$ cat src/rtl/radc_pkg.sv
// constants for the restart and divider alignment control block
package radc_pkg;
    localparam logic [11:0] BASE_ADDR      = 12'h0d00;
    localparam logic [11:0] OFS_RESTART    = 12'h0000;
    localparam logic [11:0] OFS_ALIGN      = 12'h0004;
    localparam logic [7:0]  RESTART_RST    = 8'h00;
    localparam logic [7:0]  ALIGN_RST      = 8'h00;
    localparam int          BIT_SOFT_RESET = 0;
    localparam int          BIT_APLL_REDO  = 1;
    localparam int          BIT_FULL_SYNC  = 0;
    localparam int          BIT_FRAC_LO    = 4;
    localparam int          BIT_OSC_SYNC   = 7;
    localparam int          NUM_FRAC       = 3;

    typedef enum logic [2:0] {
        SEQ_IDLE,
        SEQ_OSC,
        SEQ_FRAC0,
        SEQ_FRAC1,
        SEQ_FRAC2
    } radc_seq_t;
endpackage : radc_pkg

$ cat src/rtl/radc_ctrl.sv
// restart and divider alignment control registers with sync sequencer
// What this block does
// - writing 1 to pll restart bit reruns startup from calibration, including sync
// - writing 1 to restart bit 0 launches soft reset from calibration step
// - soft reset bit clears itself once the reset is launched
// - soft reset relatches input straps only when relatch select asks
// - alignment bit 7 write sets bit and starts oscillator divider resync, unless bit 0 is written too or a full sync runs
// - oscillator resync bit reads 1 while resync runs, clears when done
// - bits 6:4 written 1 set and start resync of one fractional divider, unless bit 0 is written too or a full sync runs
// - each fractional bit stays 1 until its own divider is done
// - alignment bit 0 starts full divider sync and clears itself afterwards
// - full sync order: oscillator, fractional 0, fractional 1, fractional 2
// - restart register at 0x0, alignment register at 0x4, module base 0xd00
`timescale 1ns/100ps
`default_nettype none
module radc_ctrl (
    input  wire logic        clk_i,
    input  wire logic        nrst_i,
    input  wire logic [11:0] addr_i,
    input  wire logic [7:0]  wdata_i,
    input  wire logic        wr_i,
    input  wire logic        rd_i,
    output logic      [7:0]  rdata_o,
    input  wire logic        relatch_sel_i,
    output logic             startup_req_o,
    output logic             startup_sync_o,
    output logic             relatch_o,
    input  wire logic        startup_done_i,
    output logic             osc_sync_req_o,
    input  wire logic        osc_sync_done_i,
    output logic      [2:0]  frac_sync_req_o,
    input  wire logic [2:0]  frac_sync_done_i
);
    typedef struct packed {
        logic                soft_rst;
        logic                apll_redo;
        logic                full_sync;
        logic                osc_busy;
        logic [2:0]          frac_busy;
        radc_pkg::radc_seq_t seq;
        logic                seq_issued;
        logic                st_req;
        logic                st_sync;
        logic                relatch;
        logic                osc_req;
        logic [2:0]          frac_req;
        logic [7:0]          rdata;
    } radc_state_t;

    radc_state_t r;
    radc_state_t next_r;

    function automatic logic hit(input logic [11:0] a, input logic [11:0] o);
        hit = (a == o) || (a == radc_pkg::BASE_ADDR + o);
    endfunction

    logic wr_rst;
    logic wr_aln;
    assign wr_rst = wr_i && hit(addr_i, radc_pkg::OFS_RESTART);
    assign wr_aln = wr_i && hit(addr_i, radc_pkg::OFS_ALIGN);

    always_comb begin
        next_r = r;
        next_r.st_req = 1'b0;
        next_r.relatch = 1'b0;
        next_r.osc_req = 1'b0;
        next_r.frac_req = 3'b000;
        // completions clear first so a new write in the same cycle wins
        // done pulses during a full sequence belong to the sequence, so
        // they must not clear manual busy bits left from an earlier write
        if (osc_sync_done_i && r.seq == radc_pkg::SEQ_IDLE) begin
            next_r.osc_busy = 1'b0;
        end
        for (int i = 0; i < radc_pkg::NUM_FRAC; i++) begin
            if (frac_sync_done_i[i] && r.seq == radc_pkg::SEQ_IDLE) begin
                next_r.frac_busy[i] = 1'b0;
            end
        end
        if (startup_done_i) begin
            next_r.apll_redo = 1'b0;
        end
        // soft reset bit lasts one cycle: the launch is the pulse itself
        if (r.soft_rst) begin
            next_r.soft_rst = 1'b0;
        end
        if (wr_rst) begin
            if (wdata_i[radc_pkg::BIT_SOFT_RESET]) begin
                next_r.soft_rst = 1'b1;
                next_r.st_req = 1'b1;
                next_r.relatch = relatch_sel_i;
            end
            if (wdata_i[radc_pkg::BIT_APLL_REDO]) begin
                next_r.apll_redo = 1'b1;
                next_r.st_req = 1'b1;
                next_r.st_sync = 1'b1;
            end else if (wdata_i[radc_pkg::BIT_SOFT_RESET]) begin
                next_r.st_sync = 1'b0;
            end
        end
        // full sequence walks one stage at a time, waiting for each done
        // manual writes are refused while it runs: a second request to a
        // divider already being aligned would break the fixed order
        unique case (r.seq)
            radc_pkg::SEQ_IDLE: begin
                if (wr_aln && wdata_i[radc_pkg::BIT_FULL_SYNC]) begin
                    next_r.full_sync = 1'b1;
                    next_r.seq = radc_pkg::SEQ_OSC;
                    next_r.seq_issued = 1'b0;
                end else if (wr_aln) begin
                    if (wdata_i[radc_pkg::BIT_OSC_SYNC]) begin
                        next_r.osc_busy = 1'b1;
                        next_r.osc_req = 1'b1;
                    end
                    for (int i = 0; i < radc_pkg::NUM_FRAC; i++) begin
                        if (wdata_i[radc_pkg::BIT_FRAC_LO + i]) begin
                            next_r.frac_busy[i] = 1'b1;
                            next_r.frac_req[i] = 1'b1;
                        end
                    end
                end
            end
            radc_pkg::SEQ_OSC: begin
                next_r.osc_req = !r.seq_issued;
                next_r.seq_issued = 1'b1;
                if (r.seq_issued && osc_sync_done_i) begin
                    next_r.seq = radc_pkg::SEQ_FRAC0;
                    next_r.seq_issued = 1'b0;
                end
            end
            radc_pkg::SEQ_FRAC0: begin
                next_r.frac_req[0] = !r.seq_issued;
                next_r.seq_issued = 1'b1;
                if (r.seq_issued && frac_sync_done_i[0]) begin
                    next_r.seq = radc_pkg::SEQ_FRAC1;
                    next_r.seq_issued = 1'b0;
                end
            end
            radc_pkg::SEQ_FRAC1: begin
                next_r.frac_req[1] = !r.seq_issued;
                next_r.seq_issued = 1'b1;
                if (r.seq_issued && frac_sync_done_i[1]) begin
                    next_r.seq = radc_pkg::SEQ_FRAC2;
                    next_r.seq_issued = 1'b0;
                end
            end
            radc_pkg::SEQ_FRAC2: begin
                next_r.frac_req[2] = !r.seq_issued;
                next_r.seq_issued = 1'b1;
                if (r.seq_issued && frac_sync_done_i[2]) begin
                    next_r.seq = radc_pkg::SEQ_IDLE;
                    next_r.full_sync = 1'b0;
                end
            end
            default: next_r.seq = radc_pkg::SEQ_IDLE;
        endcase
        // read data stands for one cycle only, zero otherwise
        next_r.rdata = 8'h00;
        if (rd_i && hit(addr_i, radc_pkg::OFS_RESTART)) begin
            next_r.rdata = {6'h00, r.apll_redo, r.soft_rst};
        end else if (rd_i && hit(addr_i, radc_pkg::OFS_ALIGN)) begin
            next_r.rdata = {r.osc_busy, r.frac_busy, 3'h0, r.full_sync};
        end
    end

    always_ff @(posedge clk_i) begin
        if (!nrst_i) begin
            r <= '0;
            r.seq <= radc_pkg::SEQ_IDLE;
        end else begin
            r <= next_r;
        end
    end

    assign rdata_o         = r.rdata;
    assign startup_req_o   = r.st_req;
    assign startup_sync_o  = r.st_sync;
    assign relatch_o       = r.relatch;
    assign osc_sync_req_o  = r.osc_req;
    assign frac_sync_req_o = r.frac_req;

    a_soft_selfclr: assert property (@(posedge clk_i) disable iff (!nrst_i)
        r.soft_rst |=> !r.soft_rst)
        else $error("soft reset bit did not self clear");
    a_soft_launch: assert property (@(posedge clk_i) disable iff (!nrst_i)
        wr_rst && wdata_i[0] |=> startup_req_o && relatch_o == $past(relatch_sel_i))
        else $error("soft reset launch or relatch wrong");
    a_apll_sync: assert property (@(posedge clk_i) disable iff (!nrst_i)
        wr_rst && wdata_i[1] |=> startup_req_o && startup_sync_o)
        else $error("pll restart did not request sync");
    a_osc_start: assert property (@(posedge clk_i) disable iff (!nrst_i)
        r.seq == radc_pkg::SEQ_IDLE && wr_aln && wdata_i[7] && !wdata_i[0]
        |=> osc_sync_req_o && r.osc_busy)
        else $error("oscillator resync not started");
    a_osc_hold: assert property (@(posedge clk_i) disable iff (!nrst_i)
        r.osc_busy && !osc_sync_done_i |=> r.osc_busy)
        else $error("oscillator busy dropped early");
    a_frac_start: assert property (@(posedge clk_i) disable iff (!nrst_i)
        r.seq == radc_pkg::SEQ_IDLE && wr_aln && wdata_i[5] && !wdata_i[0]
        |=> frac_sync_req_o[1] && r.frac_busy[1])
        else $error("fractional resync not started");
    a_frac_hold: assert property (@(posedge clk_i) disable iff (!nrst_i)
        r.frac_busy[0] && !frac_sync_done_i[0] |=> r.frac_busy[0])
        else $error("fractional busy dropped early");
    a_seq_order: assert property (@(posedge clk_i) disable iff (!nrst_i)
        r.seq == radc_pkg::SEQ_FRAC0 && r.seq_issued && frac_sync_done_i[0]
        |=> r.seq == radc_pkg::SEQ_FRAC1 ##1 frac_sync_req_o == 3'b010)
        else $error("sequence order broken");
    a_full_start: assert property (@(posedge clk_i) disable iff (!nrst_i)
        r.seq == radc_pkg::SEQ_IDLE && wr_aln && wdata_i[0]
        |=> r.full_sync ##1 osc_sync_req_o)
        else $error("full sync did not start");
    a_rsvd_zero: assert property (@(posedge clk_i) disable iff (!nrst_i)
        rd_i && hit(addr_i, radc_pkg::OFS_ALIGN) |=> rdata_o[3:1] == 3'b000)
        else $error("reserved bits not zero");

    // restart register checks
    a_soft_read_one: assert property (@(posedge clk_i) disable iff (!nrst_i)
        wr_rst && wdata_i[0] |=> r.soft_rst)
        else $error("soft reset bit not set by write");

    a_soft_no_sync: assert property (@(posedge clk_i) disable iff (!nrst_i)
        wr_rst && wdata_i[0] && !wdata_i[1] |=> !startup_sync_o)
        else $error("soft reset asked for divider sync");

    a_apll_hold: assert property (@(posedge clk_i) disable iff (!nrst_i)
        r.apll_redo && !startup_done_i |=> r.apll_redo)
        else $error("pll restart bit dropped early");

    a_apll_clear: assert property (@(posedge clk_i) disable iff (!nrst_i)
        startup_done_i && !(wr_rst && wdata_i[1]) |=> !r.apll_redo)
        else $error("pll restart bit not cleared");

    a_relatch_gate: assert property (@(posedge clk_i) disable iff (!nrst_i)
        relatch_o |-> startup_req_o)
        else $error("relatch without startup request");

    a_relatch_off: assert property (@(posedge clk_i) disable iff (!nrst_i)
        wr_rst && wdata_i[0] && !relatch_sel_i |=> !relatch_o)
        else $error("relatch despite select low");

    a_start_cause: assert property (@(posedge clk_i) disable iff (!nrst_i)
        startup_req_o |-> $past(wr_rst && (wdata_i[0] || wdata_i[1])))
        else $error("startup request without a write");

    // alignment register checks
    a_osc_clear: assert property (@(posedge clk_i) disable iff (!nrst_i)
        r.seq == radc_pkg::SEQ_IDLE && osc_sync_done_i && !wr_aln
        |=> !r.osc_busy)
        else $error("oscillator busy not cleared");

    a_frac_clear: assert property (@(posedge clk_i) disable iff (!nrst_i)
        r.seq == radc_pkg::SEQ_IDLE && frac_sync_done_i[2] && !wr_aln
        |=> !r.frac_busy[2])
        else $error("fractional busy not cleared");

    a_frac_indep: assert property (@(posedge clk_i) disable iff (!nrst_i)
        frac_sync_done_i == 3'b001 && r.frac_busy[1] |=> r.frac_busy[1])
        else $error("fractional bit cleared by other divider");

    a_frac_start0: assert property (@(posedge clk_i) disable iff (!nrst_i)
        r.seq == radc_pkg::SEQ_IDLE && wr_aln && wdata_i[4] && !wdata_i[0]
        |=> frac_sync_req_o[0] && r.frac_busy[0])
        else $error("fractional 0 resync not started");

    a_frac_start2: assert property (@(posedge clk_i) disable iff (!nrst_i)
        r.seq == radc_pkg::SEQ_IDLE && wr_aln && wdata_i[6] && !wdata_i[0]
        |=> frac_sync_req_o[2] && r.frac_busy[2])
        else $error("fractional 2 resync not started");

    a_busy_refused: assert property (@(posedge clk_i) disable iff (!nrst_i)
        r.seq != radc_pkg::SEQ_IDLE && !r.osc_busy |=> !r.osc_busy)
        else $error("manual resync accepted mid sequence");

    // full sequence checks
    a_osc_to_frac0: assert property (@(posedge clk_i) disable iff (!nrst_i)
        r.seq == radc_pkg::SEQ_OSC && r.seq_issued && osc_sync_done_i
        |=> r.seq == radc_pkg::SEQ_FRAC0 ##1 frac_sync_req_o == 3'b001)
        else $error("fractional 0 not next after oscillator");

    a_frac1_to_2: assert property (@(posedge clk_i) disable iff (!nrst_i)
        r.seq == radc_pkg::SEQ_FRAC1 && r.seq_issued && frac_sync_done_i[1]
        |=> r.seq == radc_pkg::SEQ_FRAC2 ##1 frac_sync_req_o == 3'b100)
        else $error("fractional 2 not last");

    a_full_end: assert property (@(posedge clk_i) disable iff (!nrst_i)
        r.seq == radc_pkg::SEQ_FRAC2 && r.seq_issued && frac_sync_done_i[2]
        |=> r.seq == radc_pkg::SEQ_IDLE && !r.full_sync)
        else $error("full sync bit did not clear");

    a_full_hold: assert property (@(posedge clk_i) disable iff (!nrst_i)
        r.seq != radc_pkg::SEQ_IDLE |-> r.full_sync)
        else $error("full sync bit low while running");

    a_one_stage: assert property (@(posedge clk_i) disable iff (!nrst_i)
        r.seq != radc_pkg::SEQ_IDLE
        |-> $onehot0({frac_sync_req_o, osc_sync_req_o}))
        else $error("two stages requested at once");

    // read path checks
    a_rsvd_restart: assert property (@(posedge clk_i) disable iff (!nrst_i)
        rd_i && hit(addr_i, radc_pkg::OFS_RESTART) |=> rdata_o[7:2] == 6'h00)
        else $error("restart reserved bits not zero");

    a_rd_idle: assert property (@(posedge clk_i) disable iff (!nrst_i)
        !rd_i |=> rdata_o == 8'h00)
        else $error("read data without a read");

    a_rd_align: assert property (@(posedge clk_i) disable iff (!nrst_i)
        rd_i && hit(addr_i, radc_pkg::OFS_ALIGN)
        |=> rdata_o[0] == $past(r.full_sync))
        else $error("alignment read data wrong");
endmodule : radc_ctrl
`default_nettype wire

$ cat config.mk
export PLATFORM = sky130hd
export DESIGN_NAME = radc_ctrl
export DESIGN_NICKNAME = d
export VERILOG_FILES = /design/src/rtl/radc_pkg.sv /design/src/rtl/radc_ctrl.sv
export SDC_FILE = /design/constraint.sdc
export NUM_CORES = 1
export LEC_CHECK = 0
export ABC_CLOCK_PERIOD_IN_PS = 1350
export BUFFER_PORTS_ARGS = -buffer_cell sky130_fd_sc_hd__buf_2
export CORE_ASPECT_RATIO = 1.75
export CORE_MARGIN = 1.5
export CORE_UTILIZATION = 43
export CTS_CLUSTER_DIAMETER = 100
export DETAILED_ROUTE_END_ITERATION = 6
export GPL_TIMING_DRIVEN = 0
export PLACE_DENSITY = 0.74
export SLEW_MARGIN = 15
export SYNTH_ARGS = -nofsm -noshare
export SYNTH_HDL_FRONTEND = slang
export SYNTH_SLANG_ARGS = --single-unit
$ cat constraint.sdc
create_clock -name clk_i -period 1.35 [get_ports clk_i]
set_input_delay 0.135 -clock clk_i [delete_from_list [all_inputs] [get_ports clk_i]]
set_output_delay 0.135 -clock clk_i [all_outputs]
set_load 0.005 [all_outputs]
; ---- Word-level counts from Yosys, hierarchy flattened
; Cells that the tools add are included.
[totals]
regBits = 26
latchBits = 0
ramBits = 0
mem_bits_ro = 0
input_bits = 30
output_inout_bits = 15
elab_cells = 98
n_memories = 0
[classes]
addsub = 0
n_mul = 0
div_mod_pow = 0
magnitude_cmp = 0
eq_ne = 12
n_shift = 0
mux = 40
bitwise_logic = 2
reduce_logical = 29
[op_table]
columns = cell, count
row1 = 4-bit 2-to-1 mux, 9
row2 = 12-bit equality test (second input constant), 2
row3 = 1-bit 2-to-1 mux, 22
row4 = 3-bit one-hot mux with 5 select lines, 1
row5 = 1-bit logical AND, 13
row6 = 12-bit by 3-bit equality test with 1-bit output (second input constant), 1
row7 = 12-bit zero test, 1
row8 = 1-bit one-hot mux with 2 select lines, 5
row9 = 2-bit inequality test (second input constant), 4
row10 = 3-bit by 2-bit equality test with 1-bit output (second input constant), 2
row11 = 2-bit AND reduction, 3
row12 = 3-bit AND reduction, 2
row13 = 1-bit one-hot mux with 5 select lines, 1
row14 = 5-bit AND reduction, 1
row15 = 5-bit nonzero test, 1
row16 = 2-bit nonzero test, 2
row17 = 3-bit by 1-bit equality test with 1-bit output (second input constant), 1
row18 = 3-bit equality test (second input constant), 1
row19 = 3-bit zero test, 1
row20 = 3-bit 2-to-1 mux, 1
row21 = 3-bit OR reduction, 1
row22 = 1-bit logical OR, 2
row23 = 2-bit 2-to-1 mux, 1
row24 = 2-bit by 1-bit inequality test with 1-bit output (second input constant), 1
row25 = 3 further kinds, 4

; ---- Logic depth before layout (Yosys ltp)
[logic_depth]
depth_word = 7
depth_mapped = 5
mapped_depth_nobuf = 4

; ---- Worst setup path after synthesis
; OpenSTA, ideal clock, no wires.
[synth_path]
path_type = input -> register
from = input addr_i[4]
to = register r, in the netlist frac_sync_req_o[2]
setup_ns = 0.060
t_arrival_ns = 1.225
required_time_ns = 1.290
path_slack_ns = 0.065
cell_stages = 4
n_path_buf = 0
cell_sequence = nor4_4 > nand3_4 > nor4_4 > a41o_1
[synth_via]
elab_chain_cells = 6
word_cells_on_any_way = 8
cone_classes = 2 x eq/ne / 3 x mux / 3 x reduce/logical
[synth_lines]
columns = element, line_no
row1 = from (decl), radc_ctrl.sv:19  ; input wire logic [11:0] addr_i,
row2 = 12-bit by 3-bit equality test with 1-bit output / 12-bit equality test (equally long branches), radc_ctrl.sv:54  ; hit = (a == o) || (a == radc_pkg::BASE_ADDR + o);
row3 = 1-bit logical OR *, radc_ctrl.sv:54
row4 = 1-bit logical AND *, radc_ctrl.sv:60  ; assign wr_aln = wr_i && hit(addr_i, radc_pkg::OFS_ALIGN);
row5 = 4-bit 2-to-1 mux / 1-bit logical AND (equally long branches), "radc_ctrl.sv:109, radc_ctrl.sv:105"
row6 = 4-bit 2-to-1 mux *, radc_ctrl.sv:105  ; if (wr_aln && wdata_i[radc_pkg::BIT_FULL_SYNC]) begin
row7 = 1-bit one-hot mux with 2 select lines *, radc_ctrl.sv:103  ; unique case (r.seq)
row8 = to (signal assigned), radc_ctrl.sv:170  ; r <= next_r;
row9 = to (decl), radc_ctrl.sv:50  ; radc_state_t r;
; Every way passes the cells marked *; elsewhere a longest branch is shown, timed or not.
; A chain may end at the register's enable or synchronous reset.

; ---- Worst setup path in the final report
[layout_path]
from = register r[17] in the netlist's numbering
to = register r[20] in the netlist's numbering
[layout_via]
elab_chain_cells = 7
[layout_lines]
columns = element, line_no
row1 = 3-bit zero test *, "radc_ctrl.sv:75, radc_ctrl.sv:103"
row2 = 1-bit logical AND, radc_ctrl.sv:75  ; if (frac_sync_done_i[i] && r.seq == radc_pkg::SEQ_IDLE) begin
row3 = 1-bit 2-to-1 mux, radc_ctrl.sv:75
row4 = 1-bit 2-to-1 mux, radc_ctrl.sv:115  ; if (wdata_i[radc_pkg::BIT_FRAC_LO + i]) begin
row5 = 4-bit 2-to-1 mux, radc_ctrl.sv:109  ; end else if (wr_aln) begin
row6 = 4-bit 2-to-1 mux, radc_ctrl.sv:105
row7 = 4-bit 2-to-1 mux *, radc_ctrl.sv:103
; Marks and branches as above.

==> impl_metrics.py <==
metrics = {
    "run_status": {
        "run_status": "finished, final reports clean",
    },
    "clock_tree": {
        "ctsRootBufferMaster": "clkbuf_8",
        "cts_hold_repair.buffers": 0,
        "clk_pin_slew_worst_paths_ns": 0.09,
        "clock_tree.htree_level_count": 1,
        "numClockSinks": 24,
        "clock_path_buffers": 2,
        "tritoncts_buffer_count": 3,
        "clk_latency_ns": 0.26,
        "clock_tree_from_tritoncts": "done",
    },
    "power": {
        "design_power_total_mw": 1.298,
        "cellLeakagePower_nw": 0.6969,
        "vdd_ir_drop_max_mv": 0.7956,
        "cellPowerDensity_nw_per_um2": 835.0,
    },
    "critical_path": {
        "critical_path_class": "reg -> reg",
        "timing.critical_path.to_type": "flip-flop",
        "crit-reg2reg-capture": "r[20]",
        "path_cells": "buf_4 > nor3_4 > a21oi_1 > a31o_2",
        "critPathRequiredTime_ns": 1.51,
        "r2r_start": "r[17]",
        "reg2reg_depth": 4,
        "slowest_cell_on_crit_path": "dfxtp_2",
        "cp-start-kind": "flip-flop",
        "cp_max_fo": 10,
        "reg2reg_slack_ns": 0.08,
        "worstPathArrival_ns": 1.43,
        "slowest_delay_ns": 0.36,
    },
    "global_routing": {
        "global_route.usage.met3_pct": 1.485,
        "antenna_violations_before_repair": 0,
        "first_global_vias": 1027,
        "grt_usage_pct": 18.30,
        "grt_start_max_net_pins": 14,
        "global_route.usage.met1_pct": 21.89,
        "grt-ovfl-total": 0,
        "grtUsageMet2_pct": 32.66,
        "grt-busiest-layer": "met2",
        "grt_pass1_wl_um": 4443,
    },
    "timing": {
        "finalCritPeriodShare_pct": 94.26,
        "postLayoutSetupSlackWorst_ns": 0.07748,
        "tightestPinTransition_ns": 0.6519,
        "finClkSkew_ns": 0.007912,
        "minimum_period_implied_by_the_final_worst_setup_slack_ns": 1.273,
        "grt_setup_unrepaired": "no",
        "slew-limit-headroom_pct": 56.38,
        "timing.final.setup_violations": 0,
        "report.final.slew_viol_count": 0,
        "timing.fmax_mhz": 785.8,
        "finalHoldViolations": 0,
        "final.setup.tns_ns": 0,
    },
    "die": {
        "row_count": 25,
        "start_util_pct": 44.74,
        "core_area_um2": 2690,
        "die_width_um": 43.00,
        "die_area_um2": 3138,
        "io_pins": 45,
        "die_height_um": 72.99,
    },
    "place": {
        "placed_cells": 193,
        "numPortBuffers": 39,
        "place.gp.congestion": 0.8412,
        "pre_cts_ws_ns": -0.2393,
        "detailed_place_hpwl_um": 2005,
        "instance_area_after_placement_um2": 1436,
    },
    "layout": {
        "mostFrequentLayoutCell": "buf_2",
        "finish.cell_count_without_fillers": 200,
        "finalInstanceArea_um2": 1554,
        "layout.cells.most_common_list": "40 x buf_2, 21 x dfxtp_1, 15 x buf_4",
        "antenna_cells": 0,
        "post_route_cells_drive_above_1_share_pct": 47.98,
        "num-nets-final": 204,
        "area_growth_pct": 29.11,
        "n_fill_cell": 259,
    },
    "routing": {
        "drc_errors": 0,
        "dr.first_iter.drc_count": 30,
        "dr_total_vias": 1131,
        "via_density_per_instance": 5.655,
        "wirelength_um": 2740,
        "wire_per_inst_um": 13.70,
        "firstDrtPassIters": 4,
        "detail-route-antenna-nets": 0,
    },
    "min_path": {
        "min_to": "startup_req_o",
        "hold_critical_path_depth": 2,
        "min_from": "wdata_i[1]",
        "hold_class": "in -> reg",
    },
    "synth": {
        "synth-warning-count": 0,
        "synthCells": 126,
        "yosys_register_bits": 24,
        "synth_seq_area_share_pct": 39.92,
        "syn-cell-area_um2": 1204,
        "yosys.cell_types.count": 41,
        "yosys.area.top_type": "dfxtp_1",
        "yosysTopAreaCellShare_pct": 39.92,
        "synth.area.top_cells": "dfxtp_1 40%, buf_4 7.5%, nor4_4 5.3%, a31o_2 3.6%, and2_1 3.1%",
        "avgSynthCellArea_um2": 9.553,
    },
    "run": {
        "maxCapViolCount": 0,
    },
}
-- synth_stat cells (all sizes together) --
master  number
a21bo        1
a21boi       1
a21oi        4
a22o         1
a31o         8
a31oi        1
a32o         1
a41o         1
and2         6
and3         4
and4         1
and4b        1
buf         13
clkbuf       4
conb         1
dfxtp       24
inv          1
mux2         1
mux2i        2
nand2        9
nand2b       2
nand3        5
nand3b       2
nand4        3
nor2         6
nor3         6
nor3b        1
nor4         4
nor4b        3
o21a         1
o21ai        4
o22ai        1
o311ai       1
or3          1
or3b         1
-- timing repair --
action | in CTS | in global routing
gates resized for setup | 7 | 9
buffers inserted | 1 | 2
hold endpoints to repair | 0 | 0
endpoints found under the setup margin | 10 | 14
pin swaps | 1 | 5
-- flip-flops by register name, indices dropped and copies added (netlist names) --
register         cells
startup_sync_o       1
r                   11
frac_sync_req_o      3
relatch_o            1
osc_sync_req_o       1
startup_req_o        1
rdata_o              6
-- power by group --
| group | total, mW | leakage [nW] | internal (mW) | switching, mW |
|---|---|---|---|---|
| registers | 0.707 | 0.195 | 0.707 | 0.0000306 |
| clock network | 0.481 | 0.0288 | 0.260 | 0.221 |
| logic | 0.110 | 0.473 | 0.0479 | 0.0618 |
-- per-stage QoR --
step	hold slack, ns	utilization, %
floorplan	0.2452	-
global placement	0.3644	53.40
detailed placement	0.3691	53.40
CTS	0.09690	56.60
global route	0.09704	57.77
finish	0.09686	57.77
-- kinds of logic (layout without fill, tap and decap cells) --
kind of cell / Yosys count / count (layout) / synth area share (%)
and+or+nand+nor: 55 / 55 / 30.98
other: 1 / 2 / 0.3116
AOI/OAI and AO/OA: 25 / 25 / 15.39
buffers and inverters: 18 / 64 / 10.81
muxes: 3 / 3 / 2.599
DFF: 24 / 24 / 39.92
-- layout make-up --
type,instances,area (µm²),area share (%)
multi-input combinational,85,624.3,40.18
sequential,24,484.2,31.16
timing repair buffer,42,221.5,14.25
buffer,17,131.4,8.454
clock buffer,4,55.05,3.543
tap,27,33.78,2.174
inverter,1,3.754,0.2415
-- worst max path at each step --
| stage | to | depth (start not counted) | start | slack (ns) |
|---|---|---|---|---|
| 2_1_floorplan | frac_sync_req_o[2] | 4 | addr_i[4] | 0.07 |
| 3_3_place_gp | frac_sync_req_o[2] | 5 | addr_i[4] | -0.22 |
| 3_5_place_dp | rdata_o[5] | 5 | addr_i[4] | -0.24 |
| 4_1_cts | frac_sync_req_o[2] | 5 | r[17] | -0.01 |
| 5_1_grt | r[16] | 5 | addr_i[10] | 0.003 |
| 6_report | r[20] | 4 | r[17] | 0.08 |
-- layer usage --
layer  wire (µm)  vias to the layer above
li1            -                      543
met5           0                        -
met4          33                        0
met3         143                        4
met1        1011                      540
met2        1552                       44
-- worst max-delay path: cells and delay by family (launching register included) --
kind	cells	cell delay, ns
flops	1	0.36
compound gates	2	0.32
simple gates	1	0.30
buf+inv	1	0.18
(Power assumes the default switching activity.)
